<file path="config.mk">
export PLATFORM = sky130hd
export DESIGN_NAME = ive_top
export DESIGN_NICKNAME = d
export VERILOG_FILES = /design/src/hw/ive_pkg.sv /design/src/hw/ive_arb_if.sv /design/src/hw/ive_top.sv /design/src/hw/ive_arbiter.sv /design/src/hw/ive_enable_reg.sv
export SDC_FILE = /design/constraint.sdc
export NUM_CORES = 1
export LEC_CHECK = 0
export ABC_CLOCK_PERIOD_IN_PS = 2450
export BUFFER_PORTS_ARGS = -buffer_cell sky130_fd_sc_hd__buf_4
export CORE_UTILIZATION = 47
export DETAILED_ROUTE_END_ITERATION = 6
export PLACE_DENSITY = 0.93
export SETUP_SLACK_MARGIN = 0.5
export SLEW_MARGIN = 20
export SYNTH_ARGS = -nofsm -noshare
export SYNTH_HDL_FRONTEND = slang
export SYNTH_SLANG_ARGS = --single-unit
</file>
<file path="constraint.sdc">
create_clock -name CORE_CLK -period 2.45 [get_ports CORE_CLK]
set_input_delay 0.49 -clock CORE_CLK [delete_from_list [all_inputs] [get_ports CORE_CLK]]
set_output_delay 0.49 -clock CORE_CLK [all_outputs]
set_load 0.05 [all_outputs]
</file>
<file path="src/hw/ive_pkg.sv">
// Shared constants for the interrupt vector and enable block.
// Assumes a single core clock; flag sources live in the peripherals.
package ive_pkg;

    // ************************************************************
    // Sources and vectors
    // ************************************************************
    localparam int          NUM_SRC        = 18;
    localparam int          IDX_W          = 5;
    localparam int          NUM_EXT_SRC    = 11;
    localparam int          FIRST_EXT_SRC  = 7;
    localparam logic [15:0] RESET_VECTOR   = 16'h0000;
    localparam logic [15:0] VECTOR_BASE    = 16'h0003;
    localparam logic [15:0] VECTOR_LAST    = 16'h008B;
    localparam logic [15:0] VECTOR_STEP    = 16'h0008;
    // External inputs 0/1, timer 0/1 overflows and the network controller
    localparam logic [17:0] HW_CLEAR_MASK  = 18'h1000F;

    // Source indices in fixed priority order
    localparam int SRC_EXT0   = 0;
    localparam int SRC_TMR0   = 1;
    localparam int SRC_EXT1   = 2;
    localparam int SRC_TMR1   = 3;
    localparam int SRC_UART   = 4;
    localparam int SRC_TMR2   = 5;
    localparam int SRC_SPI    = 6;

    // ************************************************************
    // Enable register
    // ************************************************************
    localparam logic [7:0] IE_ADDR        = 8'hA8;
    localparam logic [7:0] IE_RESET       = 8'h00;
    localparam int         IE_EXT0_BIT    = 0;
    localparam int         IE_TMR0_BIT    = 1;
    localparam int         IE_EXT1_BIT    = 2;
    localparam int         IE_TMR1_BIT    = 3;
    localparam int         IE_UART_BIT    = 4;
    localparam int         IE_TMR2_BIT    = 5;
    localparam int         IE_SPI_BIT     = 6;
    localparam int         IE_GLOBAL_BIT  = 7;

    // ************************************************************
    // Timing
    // ************************************************************
    localparam int DETECT_CYCLES = 1;
    localparam int CALL_CYCLES   = 4;
    localparam int FASTEST_RESPONSE_CYCLES = DETECT_CYCLES + CALL_CYCLES;

    function automatic logic [15:0] vector_of(input logic [IDX_W-1:0] idx);
        vector_of = VECTOR_BASE + {8'h00, idx, 3'b000};
    endfunction

endpackage

</file>
<file path="src/hw/ive_arb_if.sv">
// Carries eligible requests into the arbiter and the winner back out.
// Assumes both ends sit on the same core clock.
`timescale 1ns/1ps
`default_nettype none
interface ive_arb_if;
    logic [ive_pkg::NUM_SRC-1:0] elig;
    logic [ive_pkg::NUM_SRC-1:0] prio;
    logic                        hit;
    logic [ive_pkg::IDX_W-1:0]   idx;
    logic                        level;

    modport arb  (input elig, input prio, output hit, output idx, output level);
    modport user (output elig, output prio, input hit, input idx, input level);
endinterface
`default_nettype wire

</file>
<file path="src/hw/ive_top.sv">
// Interrupt controller top: masking, arbitration and vector hand-off.
// Assumes peripherals own their pending flags and the core acks each call.
// How it works
// (RQ1) Eighteen sources vector from 0x0003 to 0x008B eight bytes apart in order 0..17, reset at 0x0000.
// (RQ2) With the global bit 7 set, each source requests only when its own mask bit allows it.
// (RQ3) With the global bit clear, no source requests at all.
// (RQ4) Bit 6 gates every serial peripheral flag.
// (RQ5) Bit 5 gates timer 2, where either its low or high overflow flag requests.
// (RQ6) Bit 4 gates the UART receive and transmit flags.
// (RQ7) Bit 3 gates the timer 1 overflow flag.
// (RQ8) Bit 2 gates external input line 1.
// (RQ9) Bit 1 gates the timer 0 overflow flag.
// (RQ10) Bit 0 gates external input line 0.
// (RQ11) The enable register sits at 0xA8 on every page, is bit and byte writable, and resets to zero.
// (RQ12) On vectoring, the external inputs, timer 0/1 and network flags get a clear pulse; others stay.
// (RQ13) Each source is low or high level, high preempts a low routine, equals resolve by fixed order.
// (RQ14) Requests are sampled and decoded every cycle, one cycle to detect, the core's call takes four more.
// (RQ15) Flags are set by their sources regardless of enable; a request needs flag and enable.
// (RQ16) The winning vector goes out with a strobe; equal or lower levels wait for the return.
// (RQ17) Sources without a layout here come in as single flags with their own enable and priority bits.
`timescale 1ns/1ps
`default_nettype none
module ive_top (
    input  wire logic                             CORE_CLK,
    input  wire logic                             RST_N,
    input  wire logic [7:0]                       SFR_ADDR,
    input  wire logic                             SFR_WR,
    input  wire logic [7:0]                       SFR_WDATA,
    input  wire logic                             SFR_BIT_WR,
    input  wire logic [2:0]                       SFR_BIT_SEL,
    input  wire logic                             SFR_BIT_VAL,
    input  wire logic                             SFR_RD,
    output logic      [7:0]                       SFR_RDATA,
    output logic                                  SFR_RD_HIT,
    input  wire logic                             EXT_INPUT_ZERO_FLAG,
    input  wire logic                             TIMER0_OVERFLOW_FLAG,
    input  wire logic                             EXT_INPUT_ONE_FLAG,
    input  wire logic                             TIMER1_OVERFLOW_FLAG,
    input  wire logic                             UART_RX_FLAG,
    input  wire logic                             UART_TX_FLAG,
    input  wire logic                             TIMER2_LOW_OVERFLOW_FLAG,
    input  wire logic                             TIMER2_HIGH_OVERFLOW_FLAG,
    input  wire logic [3:0]                       SPI_FLAGS,
    input  wire logic [ive_pkg::NUM_EXT_SRC-1:0]  EXT_SRC_FLAGS,
    input  wire logic [ive_pkg::NUM_EXT_SRC-1:0]  EXT_SRC_ENABLE,
    input  wire logic [ive_pkg::NUM_SRC-1:0]      SRC_PRIORITY,
    input  wire logic                             IRQ_ACK,
    input  wire logic                             IRQ_RETURN,
    output logic                                  IRQ_REQ,
    output logic      [15:0]                      IRQ_VECTOR,
    output logic                                  IRQ_LEVEL,
    output logic      [ive_pkg::NUM_SRC-1:0]      FLAG_CLEAR
);

    // ************************************************************
    // Enable register
    // ************************************************************
    logic [7:0] ie;

    ive_enable_reg u_ie (
        .clk     (CORE_CLK),
        .rst_n   (RST_N),
        .addr    (SFR_ADDR),
        .wr      (SFR_WR),
        .wdata   (SFR_WDATA),
        .bit_wr  (SFR_BIT_WR),
        .bit_sel (SFR_BIT_SEL),
        .bit_val (SFR_BIT_VAL),
        .rd      (SFR_RD),
        .enable  (ie),
        .rdata   (SFR_RDATA),
        .rd_hit  (SFR_RD_HIT)
    );

    // ************************************************************
    // Pending and enable vectors
    // ************************************************************
    logic [ive_pkg::NUM_SRC-1:0] pend;
    logic [ive_pkg::NUM_SRC-1:0] en;
    logic [ive_pkg::NUM_SRC-1:0] lvl_ok;
    logic                        act_low_ff;
    logic                        act_high_ff;

    always_comb begin
        // Flags arrive already set by their sources whatever the mask [RQ15]
        pend = '0;
        pend[ive_pkg::SRC_EXT0] = EXT_INPUT_ZERO_FLAG;
        pend[ive_pkg::SRC_TMR0] = TIMER0_OVERFLOW_FLAG;
        pend[ive_pkg::SRC_EXT1] = EXT_INPUT_ONE_FLAG;
        pend[ive_pkg::SRC_TMR1] = TIMER1_OVERFLOW_FLAG;
        pend[ive_pkg::SRC_UART] = UART_RX_FLAG | UART_TX_FLAG;                       // [RQ6]
        pend[ive_pkg::SRC_TMR2] = TIMER2_LOW_OVERFLOW_FLAG | TIMER2_HIGH_OVERFLOW_FLAG; // [RQ5]
        pend[ive_pkg::SRC_SPI]  = |SPI_FLAGS;                                        // [RQ4]
        pend[ive_pkg::NUM_SRC-1:ive_pkg::FIRST_EXT_SRC] = EXT_SRC_FLAGS;             // [RQ17]

        en = '0;
        en[ive_pkg::SRC_EXT0] = ie[ive_pkg::IE_EXT0_BIT]; // [RQ10]
        en[ive_pkg::SRC_TMR0] = ie[ive_pkg::IE_TMR0_BIT]; // [RQ9]
        en[ive_pkg::SRC_EXT1] = ie[ive_pkg::IE_EXT1_BIT]; // [RQ8]
        en[ive_pkg::SRC_TMR1] = ie[ive_pkg::IE_TMR1_BIT]; // [RQ7]
        en[ive_pkg::SRC_UART] = ie[ive_pkg::IE_UART_BIT]; // [RQ6]
        en[ive_pkg::SRC_TMR2] = ie[ive_pkg::IE_TMR2_BIT]; // [RQ5]
        en[ive_pkg::SRC_SPI]  = ie[ive_pkg::IE_SPI_BIT];  // [RQ4]
        en[ive_pkg::NUM_SRC-1:ive_pkg::FIRST_EXT_SRC] = EXT_SRC_ENABLE; // [RQ17]

        // A high routine blocks all; a low routine lets only high through [RQ13] [RQ16]
        for (int i = 0; i < ive_pkg::NUM_SRC; i++) begin
            lvl_ok[i] = !act_high_ff && (!act_low_ff || SRC_PRIORITY[i]);
        end
    end

    // ************************************************************
    // Arbitration
    // ************************************************************
    ive_arb_if arb_bus ();

    // Global bit overrides every individual mask [RQ2] [RQ3] [RQ15]
    assign arb_bus.elig = pend & en & lvl_ok & {ive_pkg::NUM_SRC{ie[ive_pkg::IE_GLOBAL_BIT]}};
    assign arb_bus.prio = SRC_PRIORITY; // [RQ17]

    ive_arbiter u_arb (
        .a (arb_bus)
    );

    // ************************************************************
    // Request strobe and vector
    // ************************************************************
    logic                        req_ff;
    logic                        nxt_req;
    logic [15:0]                 vec_ff;
    logic [15:0]                 nxt_vec;
    logic                        lvl_ff;
    logic                        nxt_lvl;
    logic [ive_pkg::IDX_W-1:0]   idx_ff;
    logic [ive_pkg::IDX_W-1:0]   nxt_idx;
    logic [ive_pkg::NUM_SRC-1:0] clr_ff;
    logic [ive_pkg::NUM_SRC-1:0] nxt_clr;
    logic                        taken;

    always_comb begin
        taken   = req_ff && IRQ_ACK;
        nxt_req = req_ff;
        nxt_vec = vec_ff;
        nxt_lvl = lvl_ff;
        nxt_idx = idx_ff;
        nxt_clr = '0;
        if (taken) begin
            // Hold the vector the core just took; drop the strobe
            nxt_req = 1'b0;
            // Only the self-clearing sources get a pulse [RQ12]
            nxt_clr[idx_ff] = ive_pkg::HW_CLEAR_MASK[idx_ff];
        end else begin
            // Re-decoded every cycle, so a newer winner replaces an unacked one [RQ14]
            nxt_req = arb_bus.hit; // [RQ16]
            if (arb_bus.hit) begin
                nxt_vec = ive_pkg::vector_of(arb_bus.idx); // [RQ1]
                nxt_lvl = arb_bus.level;
                nxt_idx = arb_bus.idx;
            end
        end
    end

    always_ff @(posedge CORE_CLK or negedge RST_N) begin
        if (!RST_N) begin
            req_ff <= 1'b0;
            vec_ff <= ive_pkg::RESET_VECTOR; // [RQ1]
            lvl_ff <= 1'b0;
            idx_ff <= '0;
            clr_ff <= '0;
        end else begin
            req_ff <= nxt_req;
            vec_ff <= nxt_vec;
            lvl_ff <= nxt_lvl;
            idx_ff <= nxt_idx;
            clr_ff <= nxt_clr;
        end
    end

    // ************************************************************
    // Routines in service
    // ************************************************************
    logic nxt_act_low;
    logic nxt_act_high;

    always_comb begin
        nxt_act_low  = act_low_ff;
        nxt_act_high = act_high_ff;
        // Return ends the innermost routine; high is always the inner one
        if (IRQ_RETURN) begin
            if (act_high_ff) begin
                nxt_act_high = 1'b0; // [RQ16]
            end else begin
                nxt_act_low = 1'b0;  // [RQ16]
            end
        end
        if (taken) begin
            if (lvl_ff) begin
                nxt_act_high = 1'b1; // [RQ13]
            end else begin
                nxt_act_low = 1'b1;
            end
        end
    end

    always_ff @(posedge CORE_CLK or negedge RST_N) begin
        if (!RST_N) begin
            act_low_ff  <= 1'b0;
            act_high_ff <= 1'b0;
        end else begin
            act_low_ff  <= nxt_act_low;
            act_high_ff <= nxt_act_high;
        end
    end

    assign IRQ_REQ    = req_ff;
    assign IRQ_VECTOR = vec_ff;
    assign IRQ_LEVEL  = lvl_ff;
    assign FLAG_CLEAR = clr_ff;

endmodule // ive_top
`default_nettype wire

</file>
<file path="src/hw/ive_arbiter.sv">
// Two-level priority decode with fixed order among equals.
// Assumes elig is already masked; purely combinational.
`timescale 1ns/1ps
`default_nettype none
module ive_arbiter (
    ive_arb_if.arb a
);

    // ************************************************************
    // Decode
    // ************************************************************
    always_comb begin
        a.hit   = 1'b0;
        a.idx   = '0;
        a.level = 1'b0;
        // High level first, lowest index wins within a level [RQ13]
        for (int i = ive_pkg::NUM_SRC - 1; i >= 0; i--) begin
            if (a.elig[i] && !a.prio[i]) begin
                a.hit   = 1'b1;
                a.idx   = i[ive_pkg::IDX_W-1:0];
                a.level = 1'b0;
            end
        end
        for (int i = ive_pkg::NUM_SRC - 1; i >= 0; i--) begin
            if (a.elig[i] && a.prio[i]) begin
                a.hit   = 1'b1;
                a.idx   = i[ive_pkg::IDX_W-1:0];
                a.level = 1'b1;
            end
        end
    end

endmodule // ive_arbiter
`default_nettype wire

</file>
<file path="src/hw/ive_enable_reg.sv">
// Interrupt enable register on the special-function bus.
// Assumes one access per cycle; decoded without any page select.
`timescale 1ns/1ps
`default_nettype none
module ive_enable_reg (
    input  wire logic       clk,
    input  wire logic       rst_n,
    input  wire logic [7:0] addr,
    input  wire logic       wr,
    input  wire logic [7:0] wdata,
    input  wire logic       bit_wr,
    input  wire logic [2:0] bit_sel,
    input  wire logic       bit_val,
    input  wire logic       rd,
    output logic      [7:0] enable,
    output logic      [7:0] rdata,
    output logic            rd_hit
);

    logic [7:0] ie_ff;
    logic [7:0] nxt_ie;
    logic [7:0] rdata_ff;
    logic [7:0] nxt_rdata;
    logic       hit_ff;
    logic       nxt_hit;
    logic       sel;

    // ************************************************************
    // Access
    // ************************************************************
    always_comb begin
        // Same address from every page, so no page input is looked at [RQ11]
        sel       = (addr == ive_pkg::IE_ADDR);
        nxt_ie    = ie_ff;
        nxt_rdata = 8'h00;
        nxt_hit   = 1'b0;
        if (sel && wr) begin
            nxt_ie = wdata; // [RQ11]
        end else if (sel && bit_wr) begin
            nxt_ie[bit_sel] = bit_val; // [RQ11]
        end
        if (sel && rd) begin
            nxt_rdata = ie_ff;
            nxt_hit   = 1'b1;
        end
    end

    always_ff @(posedge clk or negedge rst_n) begin
        if (!rst_n) begin
            ie_ff    <= ive_pkg::IE_RESET; // [RQ11]
            rdata_ff <= 8'h00;
            hit_ff   <= 1'b0;
        end else begin
            ie_ff    <= nxt_ie;
            rdata_ff <= nxt_rdata;
            hit_ff   <= nxt_hit;
        end
    end

    assign enable = ie_ff;
    assign rdata  = rdata_ff;
    assign rd_hit = hit_ff;

endmodule // ive_enable_reg
`default_nettype wire

</file>
## Yosys cells after proc, flatten, opt, wreduce, memory -nomap -nowiden

Memory sizes are Yosys's and may differ from the RTL's.
Index checks and enable logic that the tools add are counted.

- Multiplexer cells: 109
- Bitwise logic cells: 7
- Equality and inequality tests: 1
- $lt $le $gt $ge: 4
- Reduce and logical (&&, ||, !) cells: 101
- Add/sub/neg operators: 1

Operator list:

| operator | number |
|---|---|
| $mux W5 | 36 |
| $and A18 B18 Y18 | 4 |
| $mux W1 | 66 |
| $logic_and A1 B1 Y1 | 60 |
| $mux W8 | 3 |
| $logic_not A1 Y1 | 20 |
| $logic_or A1 B1 Y1 | 18 |
| $mux W18 | 1 |
| $add A2 B8 Y9 const A | 1 |
| $bwmux W8 | 1 |
| $eq A8 B8 Y1 const B | 1 |
| $lt A5 B6 Y1 const B | 1 |
| $demux W1 S5 | 1 |
| $ge A5 B1 Y1 const B | 1 |
| $lt A3 B4 Y1 const B | 1 |
| $reduce_or A4 Y1 | 1 |
| $demux W1 S3 | 1 |
| $ge A3 B1 Y1 const B | 1 |
| $or A1 B1 Y1 | 2 |
| $reduce_and A2 Y1 | 1 |
| $reduce_bool A2 Y1 | 1 |
| $not A1 Y1 | 1 |

- Logic and storage cells: 234
- Bits in read-only memories: 32
- Input port bits: 79
- Register bits after elaboration: 60
- Output and inout bits: 45
- Memories: 1

Memory list:

| memory | depth | width | rd ports | clocked after Yosys merged registers in | write ports | RTL line | source |
|---|---|---|---|---|---|---|---|
| (no name shown) | 32 | 1 | 1 | 0 | 0 | ive_top.sv:151 | `nxt_clr[idx_ff] = ive_pkg::HW_CLEAR_MASK[idx_ff];` |

## Logic depth before layout (Yosys ltp)

- Depth in word-level cells: 43
- Depth in mapped cells: 9
- Depth with buffers taken out: 7

## Cells and area by module

From an unflattened synthesis, not the netlist that was laid out.

- Cell total of the unflattened synthesis: 314
- Area, all modules: 3,012.9 µm²

By module, submodules not included:

| module | seq. area each (µm²) | area an instance (µm²) | cells each | times used |
|---|---|---|---|---|
| ive_top | 700.7 | 1,357.6 | 120 | 1 |
| ive_enable_reg | 425.4 | 958.4 | 80 | 1 |
| ive_arbiter | 0.0 | 696.9 | 114 | 1 |

## Worst setup path before layout

No wires, ideal clock.

- Path type: in2reg
- Start: in SPI_FLAGS[1]
- End: reg idx_ff[2] in the netlist's numbering
- Setup time: 0.120 ns
- Stages on the path: 7
- Path buffers: 0
- Required time: 2.330 ns
- Arrival time: 2.071 ns
- Path slack: 0.258 ns
- Cells stage by stage: o41ai_4 -> o22ai_1 -> o21ai_1 -> nand3_1 -> o31ai_4 -> inv_2 -> a41o_1

- Longest elaborated chain between the ends: 31
- Elaborated cells on any way between the ends: 57
- Classes of those cells: 50 x mux; 3 x bitwise; 4 x reduce/logical

RTL lines:

| item | RTL line | source |
|---|---|---|
| start: declaration | ive_top.sv:43 | `input wire logic [3:0] SPI_FLAGS,` |
| $reduce_or A4 Y1 * | ive_top.sv:93 | `pend[ive_pkg::SRC_SPI] = \|SPI_FLAGS;` |
| $and A18 B18 Y18 * (3 in series) | ive_top.sv:118 | `assign arb_bus.elig = pend & en & lvl_ok & {ive_pkg::NUM_SRC{ie[ive_pkg::IE_GLOBAL_BIT]}};` |
| $logic_and A1 B1 Y1 | ive_arbiter.sv:18 | `if (a.elig[i] && !a.prio[i]) begin` |
| $mux W1 (7 in series) | ive_arbiter.sv:18 |  |
| $mux W1 (18 in series) | ive_arbiter.sv:25 | `if (a.elig[i] && a.prio[i]) begin` |
| $reduce_and A2 Y1 (no source line) | n/a |  |
| end signal: assignment | ive_top.sv:174 | `idx_ff <= nxt_idx;` |
| end: declaration | ive_top.sv:134 | `logic [ive_pkg::IDX_W-1:0] idx_ff;` |

Every way passes the cells marked *; elsewhere a longest branch is shown, timed or not.
A chain may end at the register's enable or synchronous reset.

## Final worst setup path

- Start: reg u_ie.ie_ff[7], in the netlist u_ie.enable[7]
- End: reg idx_ff[2] in the netlist's numbering

- Longest elaborated chain between the ends: 39
- Elaborated cells on any way between the ends: 109
- Classes of those cells: 71 x mux; 1 x bitwise; 37 x reduce/logical

RTL lines:

| item | RTL line | source |
|---|---|---|
| start: declaration | ive_enable_reg.sv:20 | `logic [7:0] ie_ff;` |
| start signal: assignment | ive_enable_reg.sv:50 | `ie_ff <= ive_pkg::IE_RESET;` |
| start signal: assignment | ive_enable_reg.sv:54 | `ie_ff <= nxt_ie;` |
| $and A18 B18 Y18 * | ive_top.sv:118 |  |
| $logic_and A1 B1 Y1 | ive_arbiter.sv:18 |  |
| $mux W1 (18 in series) | ive_arbiter.sv:18 |  |
| $mux W1 (18 in series) | ive_arbiter.sv:25 |  |
| $reduce_and A2 Y1 (no source line) | n/a |  |

Marks and branches as above.

==> results <==
- The root buffer cell is sky130_fd_sc_hd__clkbuf_8.
- The actual slew at the worst max-slew pin is around 530 ps.
- Across the VDD grid, the largest voltage drop is roughly 0.00057 V.
- The later pin in the worst-skew pair is clocked with a latency of approximately 300 ps.
- The cell count after synthesis came out at 290.
- The count of placed standard cells including taps is 494.
- The startpoint type of the worst setup path is a flip-flop.
- The total area inside the core boundary comes to between 0.005 and 0.006 mm2.
- The number of buffers added to fix hold violations after cts is 0.
- Summing internal, switching and leakage power gives roughly 2400 uW.
- Setup repair after global routing could not meet its margin everywhere.
- Input and output buffers added on the ports amount to between 100 and 150.
- The overall via count from detail_route is approximately 2800.
- The count of state elements after synthesis is between 40 and 50.
- The area growth from synthesis to layout is 49.25%.
- The via count of the first global-routing pass is between 2000 and 3000.
- The per-cell via count in the routed design is 5.436.
- The clock tree buffer depth is 2.
- The routed design could run at a clock period as short as ~2200 ps.
- The proportion of layout cells with a drive suffix above 1 is about two fifths.
- TritonCTS built the clock tree.
- After clock tree synthesis, the clock-pin slew on the worst setup and hold paths is approximately 90 ps.
- Entering global routing, the biggest net connects 46 pins.
- The clock tree synthesis step divided the H-tree into 2 levels.
- The ratio of total power to cell area is approximately 610 mW/mm2.
- The worst path uses 88.44% of the clock period.
- The starting utilization of the core area is approximately half.
- The number of antenna violations at the first check in global routing came to 0.
- The clock buffer count from CTS is 5.
- The first routing iteration left 237 violations.
- The total count of max-transition violations in the final report is 0.
- The first global-routing pass estimated ~12000 um of wire.
- The first-pass iteration count of the detailed router is 4.
- The reg-to-reg critical path endpoint is idx_ff[2].
- The critical path capture point type is a flip-flop.
- The commonest non-fill, non-tap cell in the layout is sky130_fd_sc_hd__buf_4.
- The detailed placer's ending HPWL is approximately 5800 um.
- Pin placement for this block handled 124 I/O pins.
- The number of diodes added for antenna fixing is 0.
- The number of enable-type register cells in the synthesized netlist is 0.
- The critical path start-end classification is reg2reg.
- The required time of the critical path is about 2700 ps.
- The overall routed net length is around 7600 um.
- The clock sink count is between 40 and 50.
- After floorplanning, the core was divided into 27 placement rows.
- The average wire length per cell after detail routing is between 10 and 15 um.
- The maximum fanout encountered on the critical timing path is 7.
- In the synthesized netlist the dominant register cell turns out to be sky130_fd_sc_hd__dfrtp_1.
- The register area share after synthesis is a little over two fifths.
- The flow ran to the end, and the final reports show no timing, DRC or antenna violations.
- The die outline height is about 77 um.
- Counting distinct cell types in the post-synthesis netlist gives 55.
- The path type of the worst min-delay path is in2async.
- The cell area after synthesis is 0.002663 mm2.
- Setup violations remaining at the end of the flow were counted as 0.
- The number of hold violations in the final report is 0.
- Averaged over all synthesized cells, the footprint is between 9 and 10 um2.
- The routability congestion estimate is approximately 0.94.
- In the synthesized netlist the async set-or-reset flop fraction comes to 100.0%.
- The worst hold slack is 167.1 ps.
- In this run the remaining antenna-violating nets after routing total 0.
- In the routed design, unresolved DRC markers number 0.
- On the final layout, the worst clock skew is 8.730 ps.
- The final layout contains a little over 500 nets.
- In this run the tightest slew margin relative to its limit is around 64%.
- After the flow finishes, the layout carries non-filler instances totaling 512.
- Across the run, the number of max-cap violations was 0.
- The top cell types in the final layout, fill and taps aside, are 133 x sky130_fd_sc_hd__buf_4, 44 x sky130_fd_sc_hd__dfrtp_1, 28 x sky130_fd_sc_hd__nor2_1.
- Summed over all cells, the static leakage comes to 0.001957 uW.
- The startpoint of the most critical register-to-register path is u_ie.enable[7].
- Across all register-to-register paths, the minimum setup slack is between 200 and 300 ps.
- The aggregate global-route resource usage is about a quarter.
- The overall die width is 77.27 um.
- The total congestion overflow after global routing is 0.
- The number of warnings issued by yosys is 0.
- The upper clock frequency limit is between 400 and 500 MHz.
- The die area is 0.005970 mm2.
- The fill cell instance count of the final layout is 423.
- The data arrival time of the critical path is about 2400 ps.
- The worst register-to-register path has a depth of 8.
- The accumulated negative setup slack is 0 ps.
-- metal layers --
metal / GRT usage, % / part of all wire, % / vias up
li1: - / - / 1330
met1: 33.66 / 41 / 1284
met2: 43.45 / 50 / 149
met3: 4.881 / 7.1 / 20
met4: 10.19 / 2.3 / 0
met5: 0 / 0 / -
-- state kept, by name, summed over array words and instances, names as in the netlist --
name and cells:
FLAG_CLEAR 18, u_ie.enable 8, u_ie.rdata 8, idx_ff 5, IRQ_LEVEL 1, IRQ_REQ 1
IRQ_VECTOR 1, act_high_ff 1, act_low_ff 1, u_ie.rd_hit 1
-- kinds of logic after synthesis --
| logic type | after synthesis | synth area share, % |
|---|---|---|
| other | 1 | 0.1408 |
| and+or+nand+nor | 143 | 31.34 |
| DFF | 45 | 42.29 |
| buffers and inverters | 27 | 6.203 |
| AOI/OAI and AO/OA | 69 | 18.14 |
| muxes | 5 | 1.880 |
-- stage by stage --
step	cell area, um2	setup WS [ps]	util (%)
final	3974	283.3	72.61
after global routing	3974	233.8	72.61
after CTS	3949	289.4	72.15
after detailed placement	3669	42.66	67.03
after global placement	3669	156.4	67.03
after floorplan	2745	281.3	-
-- cells in the mapped netlist, types with 3 or more instances --
| cell | count | share of area (%) |
|---|---|---|
| sky130_fd_sc_hd__dfrtp_1 | 45 | 42 |
| sky130_fd_sc_hd__nor2_1 | 28 | 3.9 |
| sky130_fd_sc_hd__nand2_1 | 21 | 3.0 |
| sky130_fd_sc_hd__a21oi_1 | 18 | 3.4 |
| sky130_fd_sc_hd__o21ai_0 | 16 | 3.0 |
| sky130_fd_sc_hd__nand3_1 | 14 | 2.6 |
| sky130_fd_sc_hd__and3_1 | 12 | 2.8 |
| sky130_fd_sc_hd__nand3b_1 | 12 | 3.4 |
| sky130_fd_sc_hd__nor3_1 | 12 | 2.3 |
| sky130_fd_sc_hd__buf_4 | 11 | 3.1 |
| sky130_fd_sc_hd__inv_1 | 9 | 1.3 |
| sky130_fd_sc_hd__nor3b_1 | 6 | 1.7 |
| sky130_fd_sc_hd__mux2i_1 | 5 | 1.9 |
| sky130_fd_sc_hd__nand2b_1 | 5 | 1.2 |
| sky130_fd_sc_hd__nand4_1 | 5 | 1.2 |
| sky130_fd_sc_hd__o22ai_1 | 5 | 1.2 |
| sky130_fd_sc_hd__o31ai_1 | 5 | 1.4 |
| sky130_fd_sc_hd__and2_1 | 4 | 0.94 |
| sky130_fd_sc_hd__nor2b_1 | 4 | 0.94 |
| sky130_fd_sc_hd__o21ai_1 | 4 | 0.75 |
| sky130_fd_sc_hd__a21o_1 | 3 | 0.85 |
| sky130_fd_sc_hd__buf_6 | 3 | 1.3 |
| sky130_fd_sc_hd__clkbuf_1 | 3 | 0.42 |
| sky130_fd_sc_hd__nor3_2 | 3 | 1.1 |
-- how the worst max path moves through the flow --
stage                   startpoint   endpoint  slack [ps]  cells past startpoint
global placement      SPI_FLAGS[1]  idx_ff[1]         160                      9
floorplan             SPI_FLAGS[1]  idx_ff[2]         280                      7
global route           act_high_ff  idx_ff[0]         230                      7
detailed placement     act_high_ff  idx_ff[1]          40                      8
finish              u_ie.enable[7]  idx_ff[2]         280                      8
CTS                    act_high_ff  idx_ff[0]         290                      8
-- where the power goes --
part / leakage [uW] / internal (uW) / switching [uW]
Combinational: 0.00132 / 362 / 551
Clock: 0.0000603 / 312 / 266
Sequential: 0.000579 / 823 / 93.0
Total: 0.00196 / 1500 / 911
-- critical path, cell delays in order, from the launching register on --
cell and delay (ps):
sky130_fd_sc_hd__dfrtp_2 410, sky130_fd_sc_hd__or3b_4 470, sky130_fd_sc_hd__buf_6 150, sky130_fd_sc_hd__a41o_1 230, sky130_fd_sc_hd__o31ai_1 80, sky130_fd_sc_hd__a2111oi_1 130, sky130_fd_sc_hd__nor3b_1 230, sky130_fd_sc_hd__o21ai_1 110
sky130_fd_sc_hd__a41o_1 250
-- layout make-up --
cell class                      count  area [um2]  share of cell area (%)
Multi-Input combinational cell    240        1556                   39.17
Sequential cell                    45        1127                   28.37
Timing Repair Buffer              137        1044                   26.26
Tap cell                           72       90.09                   2.267
Clock buffer                        5       68.82                   1.732
Clock inverter                      3       50.05                   1.259
Inverter                           10       37.54                  0.9446
-- repair_timing --
| item | CTS | global route |
|---|---|---|
| gates cloned | 1 | 0 |
| pin swaps | 11 | 12 |
| gates resized for setup | 21 | 5 |
| buffers inserted | 8 | 1 |
| endpoints found under the setup margin | 8 | 8 |
No activity file was read; power rests on OpenSTA's default activity.
